<file path="src/shared/rpm_pkg.sv">
// rpm_pkg: constants, state codes and the strap level decoder shared by
// the redriver channel power manager and its strap decode leaf.
// assumes a single 20 MHz reference clock and 2-bit strap level codes
// produced by the analog four-level comparators.
package rpm_pkg;

	////////////////////////////////////////////////////////////////////////
	// timing
	localparam int CLK_PERIOD_NS  = 50;
	localparam int DET_PERIOD_NS  = 6000000;
	// detection repeat period in reference clock cycles (6 ms / 50 ns)
	localparam int DET_PERIOD_CYC = DET_PERIOD_NS / CLK_PERIOD_NS;
	localparam int TMR_W          = 17;
	localparam int NUM_LANES      = 4;

	////////////////////////////////////////////////////////////////////////
	// four-level strap codes from the comparators
	localparam logic [1:0] LVL_LOW  = 2'h0;
	localparam logic [1:0] LVL_REXT = 2'h1;
	localparam logic [1:0] LVL_OPEN = 2'h2;
	localparam logic [1:0] LVL_HIGH = 2'h3;

	// decoded settings, one-hot: bit0 low, bit1 rext, bit2 open, bit3 high
	localparam logic [3:0] SET_LOW     = 4'h1;
	localparam logic [3:0] SET_REXT    = 4'h2;
	localparam logic [3:0] SET_OPEN    = 4'h4;
	localparam logic [3:0] SET_HIGH    = 4'h8;
	localparam logic [3:0] SET_DEFAULT = SET_OPEN;

	// analog meaning of each setting, tenths of a dB
	localparam int EQ5G_LOW_DB10   = 109;
	localparam int EQ5G_REXT_DB10  = 67;
	localparam int EQ5G_OPEN_DB10  = 89;
	localparam int EQ5G_HIGH_DB10  = 131;
	localparam int GAIN_LOW_DB10   = -30;
	localparam int GAIN_REXT_DB10  = -15;
	localparam int GAIN_OPEN_DB10  = 0;
	localparam int GAIN_HIGH_DB10  = 20;

	////////////////////////////////////////////////////////////////////////
	// channel states and reported power modes
	typedef enum logic [5:0]
	{
		ST_OFF     = 6'h01,
		ST_ACTIVE  = 6'h02,
		ST_SLUMBER = 6'h04,
		ST_UNPLUG  = 6'h08,
		ST_DET_S   = 6'h10,
		ST_DET_U   = 6'h20
	} rpm_state_e;

	localparam logic [3:0] MODE_OFF     = 4'h1;
	localparam logic [3:0] MODE_ACTIVE  = 4'h2;
	localparam logic [3:0] MODE_SLUMBER = 4'h4;
	localparam logic [3:0] MODE_UNPLUG  = 4'h8;

	function automatic logic [3:0] rpm_lvl_decode(input logic [1:0] lvl);
		logic [3:0] set;
		set = SET_DEFAULT;
		case (lvl)
			LVL_LOW:  set = SET_LOW;
			LVL_REXT: set = SET_REXT;
			LVL_OPEN: set = SET_OPEN;
			LVL_HIGH: set = SET_HIGH;
			default:  set = SET_DEFAULT;
		endcase
		return set;
	endfunction : rpm_lvl_decode

endpackage : rpm_pkg

</file>
<file path="src/design/rpm_power_mgr.sv">
// rpm_power_mgr: per-lane power state control of a four-lane redriver,
// plus strap decode of equalizer and flat gain settings per lane.
// assumes the analog front end supplies a per-lane signal detector level
// and a receiver detection handshake (request pulse out, done/load back),
// all synchronous to ref_clk_in.
//
// Behaviour
// - idle input moves active lane into slumber
// - each lane decides slumber entry on its own
// - signal detector stays on during slumber
// - entering slumber starts a receiver detection
// - no load gives unplug, detection repeats
// - load found in unplug returns to slumber
// - slumber repeats detection every 6 ms
// - one enable per lane pair, high enables
// - equalizer strap decodes to four settings, open default
// - gain strap decodes to four settings, open default
// - disabled pair holds both lanes powered off
`timescale 1ns/10ps
module rpm_power_mgr
	import rpm_pkg::*;
#(
	parameter int DET_PERIOD = DET_PERIOD_CYC
)
(
	input  wire logic       ref_clk_in,
	input  wire logic       rst_n_in,
	input  wire logic       first_pair_enable_in,
	input  wire logic       second_pair_enable_in,
	input  wire logic [3:0] sig_active_in,
	input  wire logic [3:0] det_done_in,
	input  wire logic [3:0] det_load_in,
	input  wire logic [1:0] equalizer_strap_lane_a_in,
	input  wire logic [1:0] equalizer_strap_lane_b_in,
	input  wire logic [1:0] equalizer_strap_lane_c_in,
	input  wire logic [1:0] equalizer_strap_lane_d_in,
	input  wire logic [1:0] gain_strap_lane_a_in,
	input  wire logic [1:0] gain_strap_lane_b_in,
	input  wire logic [1:0] gain_strap_lane_c_in,
	input  wire logic [1:0] gain_strap_lane_d_in,
	output logic      [3:0] det_req_out,
	output logic      [3:0] sigdet_en_out,
	output logic      [3:0] powered_off_state_out,
	output logic      [3:0] active_state_out,
	output logic      [3:0] slumber_state_out,
	output logic      [3:0] unplug_state_out,
	output logic      [3:0] eq_setting_lane_a_out,
	output logic      [3:0] eq_setting_lane_b_out,
	output logic      [3:0] eq_setting_lane_c_out,
	output logic      [3:0] eq_setting_lane_d_out,
	output logic      [3:0] gain_setting_lane_a_out,
	output logic      [3:0] gain_setting_lane_b_out,
	output logic      [3:0] gain_setting_lane_c_out,
	output logic      [3:0] gain_setting_lane_d_out
);

	////////////////////////////////////////////////////////////////////////
	// state

	typedef struct packed
	{
		rpm_state_e [3:0]            st;
		logic       [3:0][3:0]       mode;
		logic       [3:0][TMR_W-1:0] tmr;
		logic       [3:0]            det_req;
		logic       [3:0]            sigdet_en;
	} rpm_lanes_s;

	rpm_lanes_s lanes_q;
	rpm_lanes_s lanes_d;

	logic [1:0] pair_en;
	logic [TMR_W-1:0] tmr_reload;

	// lanes a,b share the first enable; c,d the second
	assign pair_en    = {second_pair_enable_in, first_pair_enable_in};
	assign tmr_reload = TMR_W'(DET_PERIOD - 1);

	function automatic logic [3:0] rpm_state_mode(input rpm_state_e st);
		logic [3:0] mode;
		mode = MODE_OFF;
		case (st)
			ST_OFF:     mode = MODE_OFF;
			ST_ACTIVE:  mode = MODE_ACTIVE;
			ST_SLUMBER: mode = MODE_SLUMBER;
			ST_UNPLUG:  mode = MODE_UNPLUG;
			ST_DET_S:   mode = MODE_SLUMBER;
			ST_DET_U:   mode = MODE_UNPLUG;
			default:    mode = MODE_OFF;
		endcase
		return mode;
	endfunction : rpm_state_mode

	////////////////////////////////////////////////////////////////////////
	// per-lane state machines, each lane fully independent

	always_comb
	begin
		lanes_d = lanes_q;
		for (int i = 0; i < NUM_LANES; i++)
		begin
			lanes_d.det_req[i] = 1'b0;
			if (!pair_en[i / 2])
			begin
				// enable low overrides every detector report
				lanes_d.st[i]  = ST_OFF;
				lanes_d.tmr[i] = '0;
			end
			else
			begin
				case (lanes_q.st[i])
					ST_OFF:
					begin
						// first move after enable is always a detection
						lanes_d.st[i]      = ST_DET_S;
						lanes_d.det_req[i] = 1'b1;
					end
					ST_ACTIVE:
					begin
						if (!sig_active_in[i])
						begin
							// slumber is entered through a detection
							lanes_d.st[i]      = ST_DET_S;
							lanes_d.det_req[i] = 1'b1;
						end
					end
					ST_SLUMBER:
					begin
						if (sig_active_in[i])
						begin
							lanes_d.st[i] = ST_ACTIVE;
						end
						else if (lanes_q.tmr[i] == '0)
						begin
							lanes_d.st[i]      = ST_DET_S;
							lanes_d.det_req[i] = 1'b1;
						end
						else
						begin
							lanes_d.tmr[i] = lanes_q.tmr[i] - TMR_W'(1);
						end
					end
					ST_DET_S:
					begin
						if (det_done_in[i] && det_load_in[i])
						begin
							lanes_d.st[i]  = ST_SLUMBER;
							lanes_d.tmr[i] = tmr_reload;
						end
						else if (det_done_in[i])
						begin
							lanes_d.st[i] = ST_UNPLUG;
						end
					end
					ST_UNPLUG:
					begin
						// unplugged lanes probe back to back
						lanes_d.st[i]      = ST_DET_U;
						lanes_d.det_req[i] = 1'b1;
					end
					ST_DET_U:
					begin
						if (det_done_in[i] && det_load_in[i])
						begin
							lanes_d.st[i]  = ST_SLUMBER;
							lanes_d.tmr[i] = tmr_reload;
						end
						else if (det_done_in[i])
						begin
							lanes_d.st[i] = ST_UNPLUG;
						end
					end
					default:
					begin
						lanes_d.st[i] = ST_OFF;
					end
				endcase
			end
			lanes_d.mode[i] = rpm_state_mode(lanes_d.st[i]);
			// detector keeps watching in every powered state
			lanes_d.sigdet_en[i] = (lanes_d.st[i] != ST_OFF);
		end
	end

	always_ff @(posedge ref_clk_in)
	begin
		if (!rst_n_in)
		begin
			// per element, so no plain vector lands in the enum array
			for (int i = 0; i < NUM_LANES; i++)
			begin
				lanes_q.st[i] <= ST_OFF;
			end
			lanes_q.mode      <= {NUM_LANES{MODE_OFF}};
			lanes_q.tmr       <= '0;
			lanes_q.det_req   <= '0;
			lanes_q.sigdet_en <= '0;
		end
		else
		begin
			lanes_q <= lanes_d;
		end
	end

	always_comb
	begin
		for (int i = 0; i < NUM_LANES; i++)
		begin
			powered_off_state_out[i] = lanes_q.mode[i][0];
			active_state_out[i]      = lanes_q.mode[i][1];
			slumber_state_out[i]     = lanes_q.mode[i][2];
			unplug_state_out[i]      = lanes_q.mode[i][3];
		end
	end

	assign det_req_out   = lanes_q.det_req;
	assign sigdet_en_out = lanes_q.sigdet_en;

	////////////////////////////////////////////////////////////////////////
	// strap decode, one leaf per lane

	logic [3:0][1:0] eq_lvl;
	logic [3:0][1:0] gain_lvl;
	logic [3:0][3:0] eq_set;
	logic [3:0][3:0] gain_set;

	assign eq_lvl   = {equalizer_strap_lane_d_in, equalizer_strap_lane_c_in,
			   equalizer_strap_lane_b_in, equalizer_strap_lane_a_in};
	assign gain_lvl = {gain_strap_lane_d_in, gain_strap_lane_c_in,
			   gain_strap_lane_b_in, gain_strap_lane_a_in};

	for (genvar g = 0; g < NUM_LANES; g++)
	begin : g_strap
		rpm_strap_dec u_strap
		(
			.ref_clk_in       (ref_clk_in),
			.rst_n_in         (rst_n_in),
			.eq_level_in      (eq_lvl[g]),
			.gain_level_in    (gain_lvl[g]),
			.eq_setting_out   (eq_set[g]),
			.gain_setting_out (gain_set[g])
		);
	end

	assign eq_setting_lane_a_out   = eq_set[0];
	assign eq_setting_lane_b_out   = eq_set[1];
	assign eq_setting_lane_c_out   = eq_set[2];
	assign eq_setting_lane_d_out   = eq_set[3];
	assign gain_setting_lane_a_out = gain_set[0];
	assign gain_setting_lane_b_out = gain_set[1];
	assign gain_setting_lane_c_out = gain_set[2];
	assign gain_setting_lane_d_out = gain_set[3];

endmodule : rpm_power_mgr

</file>
<file path="src/design/rpm_strap_dec.sv">
// rpm_strap_dec: registers the decoded equalizer and flat-gain settings
// of one lane.
// assumes strap level codes are synchronous to ref_clk_in.
`timescale 1ns/10ps
module rpm_strap_dec
	import rpm_pkg::*;
(
	input  wire logic       ref_clk_in,
	input  wire logic       rst_n_in,
	input  wire logic [1:0] eq_level_in,
	input  wire logic [1:0] gain_level_in,
	output logic      [3:0] eq_setting_out,
	output logic      [3:0] gain_setting_out
);

	typedef struct packed
	{
		logic [3:0] eq;
		logic [3:0] gain;
	} rpm_strap_s;

	rpm_strap_s strap_q;
	rpm_strap_s strap_d;

	always_comb
	begin
		strap_d      = strap_q;
		strap_d.eq   = rpm_lvl_decode(eq_level_in);
		strap_d.gain = rpm_lvl_decode(gain_level_in);
	end

	// reset shows the open-pin default until the first sample lands
	always_ff @(posedge ref_clk_in)
	begin
		if (!rst_n_in)
		begin
			strap_q <= '{eq: SET_DEFAULT, gain: SET_DEFAULT};
		end
		else
		begin
			strap_q <= strap_d;
		end
	end

	assign eq_setting_out   = strap_q.eq;
	assign gain_setting_out = strap_q.gain;

endmodule : rpm_strap_dec

</file>
<file path="config.mk">
export PLATFORM = sky130hd
export DESIGN_NAME = rpm_power_mgr
export DESIGN_NICKNAME = d
export VERILOG_FILES = /design/src/shared/rpm_pkg.sv /design/src/design/rpm_power_mgr.sv /design/src/design/rpm_strap_dec.sv
export SDC_FILE = /design/constraint.sdc
export NUM_CORES = 1
export LEC_CHECK = 0
export BUFFER_PORTS_ARGS = -buffer_cell sky130_fd_sc_hd__buf_2
export CORE_ASPECT_RATIO = 1.4
export CORE_MARGIN = 10
export CORE_UTILIZATION = 58
export CTS_CLUSTER_DIAMETER = 50
export DETAILED_ROUTE_END_ITERATION = 6
export PLACE_DENSITY = 0.9
export SLEW_MARGIN = 20
export SYNTH_ARGS = -nofsm -noshare
export SYNTH_HDL_FRONTEND = slang
export SYNTH_SLANG_ARGS = --single-unit
</file>
<file path="constraint.sdc">
create_clock -name ref_clk_in -period 3 [get_ports ref_clk_in]
set_input_delay 0.3 -clock ref_clk_in [delete_from_list [all_inputs] [get_ports ref_clk_in]]
set_output_delay 0.3 -clock ref_clk_in [all_outputs]
set_load 0.1 [all_outputs]
</file>
==> flow_metrics.env, run 1 <==
export IMPL_fp_dieW_um=110.8
export IMPL_ys_warn_count=0
export IMPL_drtAntennaViolNets=0
export IMPL_clock_latency_ns=0.42
export IMPL_drt_initial_drc_count=401
export IMPL_drt_pass1_iterations=5
export IMPL_holdBufCountCts=0
export IMPL_fp_coreArea_mm2=0.01134
export IMPL_finalNetCount=856
export IMPL_htreeDepth=4
export IMPL_start_util_pct=59.09
export IMPL_status="finished, final reports clean"
export IMPL_cts_resized_gates=0
export IMPL_leakagePower_uw=0.003178
export IMPL_power_density_mw_per_mm2=628.1
export IMPL_finClkSkew_ns=0.01226
export IMPL_grt_max_degree=35
export IMPL_num_vias=5779
export IMPL_setup_violations=0
export IMPL_drive_gt1_share_pct=18.38
export IMPL_die_h_um=147.2
export IMPL_vdd_drop_max_v=0.0003788
export IMPL_synth_main_ff_cell="dfxtp_1"
export IMPL_syn_area_mm2=0.006700
export IMPL_grt_pass1_wl_um=25990
export IMPL_power_total_uw=4856
export IMPL_fin_setup_tns_ns=0
export IMPL_cp_arrival_ns=2.96
export IMPL_tritoncts_num_buffers=17
export IMPL_grtUsageTotal_pct=18.69
export IMPL_grt_pass1_vias=5646
export IMPL_ys_ff_latch=148
export IMPL_viasPerCell=5.952
export IMPL_syn_to_final_growth_pct=15.37
export IMPL_cts_sinks=148
export IMPL_crit_path_max_fanout=11
export IMPL_placedCellCount=941
export IMPL_path_clk_slew_ns=0.06
export IMPL_cts_path_max_buffers=2
export IMPL_fmax_mhz=381.9
export IMPL_synth_edf_count=0
export IMPL_rsz0062_at_grt="no"
export IMPL_worstHoldPathType="in2reg"
export IMPL_place_ws_ns=0.4184
export IMPL_fin_crit_sh_pct=87.29
export IMPL_synth_avg_cell_area_um2=8.804
export IMPL_critPathKind="reg2reg"
export IMPL_endpoint_kind="flop"
export IMPL_num_rows=46
export IMPL_ys_types=62
export IMPL_drv_cap=0
export IMPL_cts_root_buffer="clkbuf_16"
export IMPL_fin_ws_ns=0.3812
export IMPL_hpwl_um=10620
export IMPL_post_route_min_period_ns=2.619
export IMPL_syn_nets=801
export IMPL_final_cells=971
export IMPL_tightest_slew_ns=0.8773
export IMPL_post_cts_setup_buffers=0
export IMPL_worst_setup_path_start_kind="flop"
export IMPL_diodes=0
export IMPL_io_pins=88
export IMPL_hold_viol_final=0
export IMPL_port_buffers=87
export IMPL_num_fill_cells=885
export IMPL_required_ns=3.34
export IMPL_seq_area_mm2=0.002963
export IMPL_post_drt_wl_per_cell_um=15.83
export IMPL_slew_viol_final=0
export IMPL_grt_ovfl_total=0
export IMPL_routed_wl_um=15370
export IMPL_dieArea_mm2=0.01631
export IMPL_route_detailed_drc=0
export IMPL_async_reset_ff_share_pct=0
export IMPL_antenna_found_initial=0
export IMPL_gp_congestion=0.8781
export IMPL_synth_seq_area_share_pct=44.22
export IMPL_multi_input_area_mm2=0.003298
export IMPL_cts_tree="built"
export IMPL_syn_inst=761
export IMPL_maxSlewHeadroom_pct=40.98
[cell type report]
| cell class | count | share of cell area (%) |
|---|---|---|
| Clock buffer | 22 | 6.135 |
| Clock inverter | 8 | 2.234 |
| Inverter | 29 | 1.408 |
| Multi-Input combinational cell | 520 | 42.67 |
| Sequential cell | 148 | 38.33 |
| Tap cell | 144 | 2.331 |
| Timing Repair Buffer | 100 | 6.895 |
[stage by stage]
stage / cell area (um2) / util [%] / hold WS, ns
floorplan: 6700 / - / 0.3724
global placement: 7083 / 62.47 / 0.4660
detailed placement: 7083 / 62.47 / 0.4821
CTS: 7730 / 68.17 / 0.05391
global route: 7730 / 68.17 / 0.05956
finish: 7730 / 68.17 / 0.07279
[synth_stat cells, drive strengths merged, types with 2 or more instances]
| master | instances | share of area, % |
|---|---|---|
| a211o | 2 | 0.26 |
| a211oi | 8 | 0.90 |
| a21boi | 3 | 0.45 |
| a21o | 2 | 0.22 |
| a21oi | 55 | 4.1 |
| a311oi | 4 | 0.52 |
| a31o | 2 | 0.26 |
| a31oi | 17 | 1.6 |
| a41o | 3 | 0.45 |
| and2 | 9 | 0.84 |
| and3 | 16 | 1.5 |
| buf | 29 | 3.0 |
| clkbuf | 35 | 2.0 |
| dfxtp | 148 | 44 |
| ha | 8 | 1.5 |
| inv | 29 | 1.6 |
| mux2i | 4 | 0.60 |
| nand2 | 36 | 2.0 |
| nand2b | 9 | 0.84 |
| nand3 | 23 | 1.7 |
| nand3b | 4 | 0.45 |
| nand4 | 12 | 1.1 |
| nand4b | 4 | 0.52 |
| nor2 | 50 | 2.8 |
| nor2b | 5 | 0.47 |
| nor3 | 26 | 1.9 |
| nor3b | 13 | 1.5 |
| nor4 | 24 | 2.6 |
| nor4b | 9 | 1.4 |
| o211ai | 4 | 0.45 |
| o21ai | 38 | 2.8 |
| o22ai | 2 | 0.19 |
| o31ai | 9 | 1.0 |
| or2 | 4 | 0.37 |
| or3 | 31 | 3.0 |
| or4 | 26 | 3.1 |
| or4b | 5 | 0.80 |
| xnor2 | 16 | 2.1 |
| xor2 | 25 | 3.3 |
[routing by layer]
| metal | global-route usage, % | up-vias | part of all wire [%] |
|---|---|---|---|
| met5 | 0 | - | 0 |
| met4 | 8.812 | 0 | 2.6 |
| met3 | 4.319 | 38 | 4.4 |
| met2 | 35.79 | 167 | 55 |
| met1 | 18.32 | 2711 | 38 |
| li1 | - | 2863 | - |
[worst max-delay path: stages (launching register included)]
cell	delay, ns
dfxtp_1	0.34
inv_1	0.11
ha_1	0.18
or4b_2	0.57
or4_1	0.68
a21boi_1	0.23
buf_4	0.18
o31ai_1	0.08
a31oi_1	0.18
[cell families (layout without fill, tap and decap cells)]
family          count (synthesis)  count (layout)  share of synthesized area, %
xor+xnor                       41              41                         5.359
mux                             4               4                        0.5976
simple gates                  307             307                         26.95
buf+inv                        93             159                         6.648
fa+ha+maj                       9               9                         1.643
compound gates                159             159                         14.58
flops                         148             148                         44.22
[report_power, final]
group / internal (uW) / switching (uW)
Combinational: 101 / 398
Sequential: 2010 / 28.0
Clock: 1540 / 780
Total: 3650 / 1210
[final timing paths]
check | startpoint | endpoint | slack [ns] | depth (start not counted)
setup / recovery | lanes_q[25] | lanes_q[32] | 0.38 | 8
hold / removal | gain_strap_lane_d_in[1] | g_strap[3].u_strap.gain_setting_out[0] | 0.07 | 2
setup reg to reg | lanes_q[25] | lanes_q[32] | 0.38 | 8
hold reg to reg | lanes_q[70] | lanes_q[70] | 0.48 | 2
[cell usage in the layout (no fill, tap or decap), types with 17 or more instances in the layout]
cell type	count
a21oi_1	55
inv_1	29
nor3_1	26
or3_1	28
nor4_1	22
buf_2	87
clkbuf_16	17
xor2_1	25
nand3_1	23
dfxtp_1	148
o21ai_0	38
or4_1	22
nand2_1	36
nor2_1	50
a31oi_1	17
[registers in the layout (all words and copies together) (netlist names)]
register                          flops
det_req_out                           4
powered_off_state_out                 4
slumber_state_out                     4
lanes_q                              92
g_strap.u_strap.eq_setting_out       16
active_state_out                      4
sigdet_en_out                         4
g_strap.u_strap.gain_setting_out     16
unplug_state_out                      4
Note: power is estimated with default switching activity, not from simulation.
==> run 2: changes to the inputs <==
ABC_AREA = 1   (was default)
CORE_UTILIZATION = 59   (was 58)
SYNTH_HIERARCHICAL = 1   (was default)
==> run 2 against run 1 <==
  * The flow now finishes with violations (DRC)
  * First-iteration DRC count up 32%
  * Critical path depth grew 3
  * Combinational power rose by 8.6%
  * Sequential cell count unchanged
  * Critical path type unchanged
  * Largest power group unchanged
==> flow_metrics.env, run 2 <==
export IMPL_status="complete, but fails checks"
export IMPL_violations="DRC"
export IMPL_port_buffers=87
export IMPL_viasPerCell=5.288
export IMPL_grt_busiest_layer="met2"
export IMPL_grt_max_degree=34
export IMPL_leakagePower_uw=0.004369
export IMPL_drv_cap=0
export IMPL_routed_wl_um=18000
export IMPL_final_common_cell="nand2_1"
export IMPL_fp_dieW_um=116.7
export IMPL_critPathKind="reg2reg"
export IMPL_largest_register_ffs=92
export IMPL_cts_tree="built"
export IMPL_worstHoldPathType="in2reg"
export IMPL_synth_seq_area_share_pct=38.40
export IMPL_power_density_mw_per_mm2=549.7
export IMPL_rsz0062_at_grt="no"
export IMPL_cts_resized_gates=0
export IMPL_post_route_min_period_ns=1.861
export IMPL_start_util_pct=60.22
export IMPL_vdd_drop_max_v=0.0005533
export IMPL_post_cts_setup_buffers=0
export IMPL_synth_top_family_by_area="simple AND/OR/NAND/NOR gates"
export IMPL_multi_input_area_mm2=0.003970
export IMPL_required_ns=3.31
export IMPL_ys_top_cells_by_area="dfxtp_1 (38%), nand2_1 (15%), nor2_1 (11%), nand3_1 (5.6%), inv_1 (5.5%)"
export IMPL_synthAdderAreaFrac_pct=1.297
export IMPL_syn_inst=1148
export IMPL_finClkSkew_ns=0.007609
export IMPL_fmax_mhz=537.3
export IMPL_finalNetCount=1249
export IMPL_drt_pass1_iterations=7
export IMPL_fp_coreArea_mm2=0.01281
export IMPL_grt_use_met2_pct=36.03
export IMPL_crit_path_max_fanout=17
export IMPL_num_vias=7271
export IMPL_slew_viol_final=0
export IMPL_maxSlewHeadroom_pct=44.54
export IMPL_synth_xor_area_share_pct=2.497
export IMPL_syn_nets=1188
export IMPL_placedCellCount=1343
export IMPL_synth_compound_area_share_pct=6.859
export IMPL_final_cells=1375
export IMPL_synth_top_cell_area_share_pct=38.40
export IMPL_grtUsageTotal_pct=20.46
export IMPL_rr_worst_depth=11
export IMPL_num_rows=49
export IMPL_drive_gt1_share_pct=15.30
export IMPL_cts_sinks=148
export IMPL_setup_violations=0
export IMPL_fin_crit_sh_pct=62.04
export IMPL_dieArea_mm2=0.01812
export IMPL_whs_ns=0.04403
export IMPL_cp_arrival_ns=2.17
export IMPL_power_total_uw=4752
export IMPL_holdBufCountCts=0
export IMPL_yosysTopAreaCell="dfxtp_1"
export IMPL_gp_congestion=0.9177
export IMPL_post_drt_wl_per_cell_um=13.09
export IMPL_clock_latency_ns=0.43
export IMPL_synth_main_ff_cell="dfxtp_1"
export IMPL_grt_pass1_wl_um=30970
export IMPL_route_detailed_drc=1
export IMPL_endpoint_kind="flop"
export IMPL_path_clk_slew_ns=0.07
export IMPL_hold_path_cell_count=2
export IMPL_synthTopCellsByCount="nand2_1 (303), nor2_1 (234), dfxtp_1 (148)"
export IMPL_synth_avg_cell_area_um2=6.721
export IMPL_drtAntennaViolNets=0
export IMPL_diodes=0
export IMPL_hold_viol_final=0
export IMPL_syn_area_mm2=0.007716
export IMPL_use_met1_pct=21.72
export IMPL_cts_path_max_buffers=2
export IMPL_cts_root_buffer="clkbuf_16"
export IMPL_grt_ovfl_total=0
export IMPL_place_ws_ns=1.188
export IMPL_top_register="lanes_q"
export IMPL_final_cell_mix="nand2_1 (303), nor2_1 (234), dfxtp_1 (148), inv_1 (114), buf_2 (87)"
export IMPL_hpwl_um=12670
export IMPL_fin_ws_ns=1.139
export IMPL_tritoncts_num_buffers=17
export IMPL_syn_to_final_growth_pct=12.03
export IMPL_die_h_um=155.3
export IMPL_seq_area_mm2=0.002963
export IMPL_drt_initial_drc_count=528
export IMPL_synthSimpleGateAreaFrac_pct=40.80
export IMPL_antenna_found_initial=0
export IMPL_io_pins=88
export IMPL_async_reset_ff_share_pct=0
export IMPL_ys_warn_count=6
export IMPL_ys_ff_latch=148
export IMPL_synth_most_common_cell="nand2_1"
export IMPL_synth_edf_count=0
export IMPL_grt_pass1_vias=7028
export IMPL_synthMuxAreaShare_pct=0
export IMPL_grt_util_met3_pct=5.966
export IMPL_num_fill_cells=1040
export IMPL_worst_setup_path_start_kind="flop"
export IMPL_ys_types=35
export IMPL_htreeDepth=4
export IMPL_fin_setup_tns_ns=0
export IMPL_tightest_slew_ns=0.8298
run 2: stage by stage:
step / utilization (%) / area (um2)
after CTS: 67.46 / 8645
after floorplan: - / 7716
after global placement: 62.72 / 8036
after detailed placement: 62.72 / 8036
final: 67.46 / 8645
after global routing: 67.46 / 8645
run 2: path summary, 6_finish.rpt:
check,endpoint,startpoint,slack [ns]
worst max-delay path,lanes_q[68],lanes_q[59],1.14
worst min-delay path,g_strap[1].u_strap/gain_setting_out[0],gain_strap_lane_b_in[0],0.04
worst max register to register,lanes_q[68],lanes_q[59],1.14
worst min register to register,lanes_q[31],lanes_q[31],0.50
run 2: layout make-up:
class,count,share of cell area (%)
multi-input combinational,832,45.93
sequential,148,34.27
timing repair buffer,91,5.384
inverter,119,5.167
clock buffer,17,4.921
tap,153,2.215
clock inverter,15,2.113
run 2: logic make-up (layout without fill, tap and decap cells):
logic type | count (synthesis) | count (layout)
buffers and inverters | 168 | 242
DFF | 148 | 148
and+or+nand+nor | 713 | 713
adders and majority gates | 8 | 8
AOI/OAI and AO/OA | 89 | 89
xor gates and xnor gates | 22 | 22
run 2: per-layer routing:
metal / up-vias / part of all wire (%)
met4: 0 / 3.0
met2: 246 / 51
li1: 3698 / -
met3: 50 / 7.4
met1: 3277 / 38
met5: - / 0
run 2: where the power goes:
group	switching (uW)	total (uW)	internal, uW
Sequential	17.6	2030	2010
Clock	922	2180	1260
Combinational	435	542	107
run 2: critical path: stages (launching register included):
cell     delay [ns]
dfxtp_1        0.31
inv_1          0.18
ha_1           0.18
inv_1          0.04
nor2_1         0.07
nand2_1        0.09
nor2_4         0.13
nand2_4        0.08
a21oi_4        0.42
nor2_1         0.10
nor2_1         0.11
nor2_1         0.04
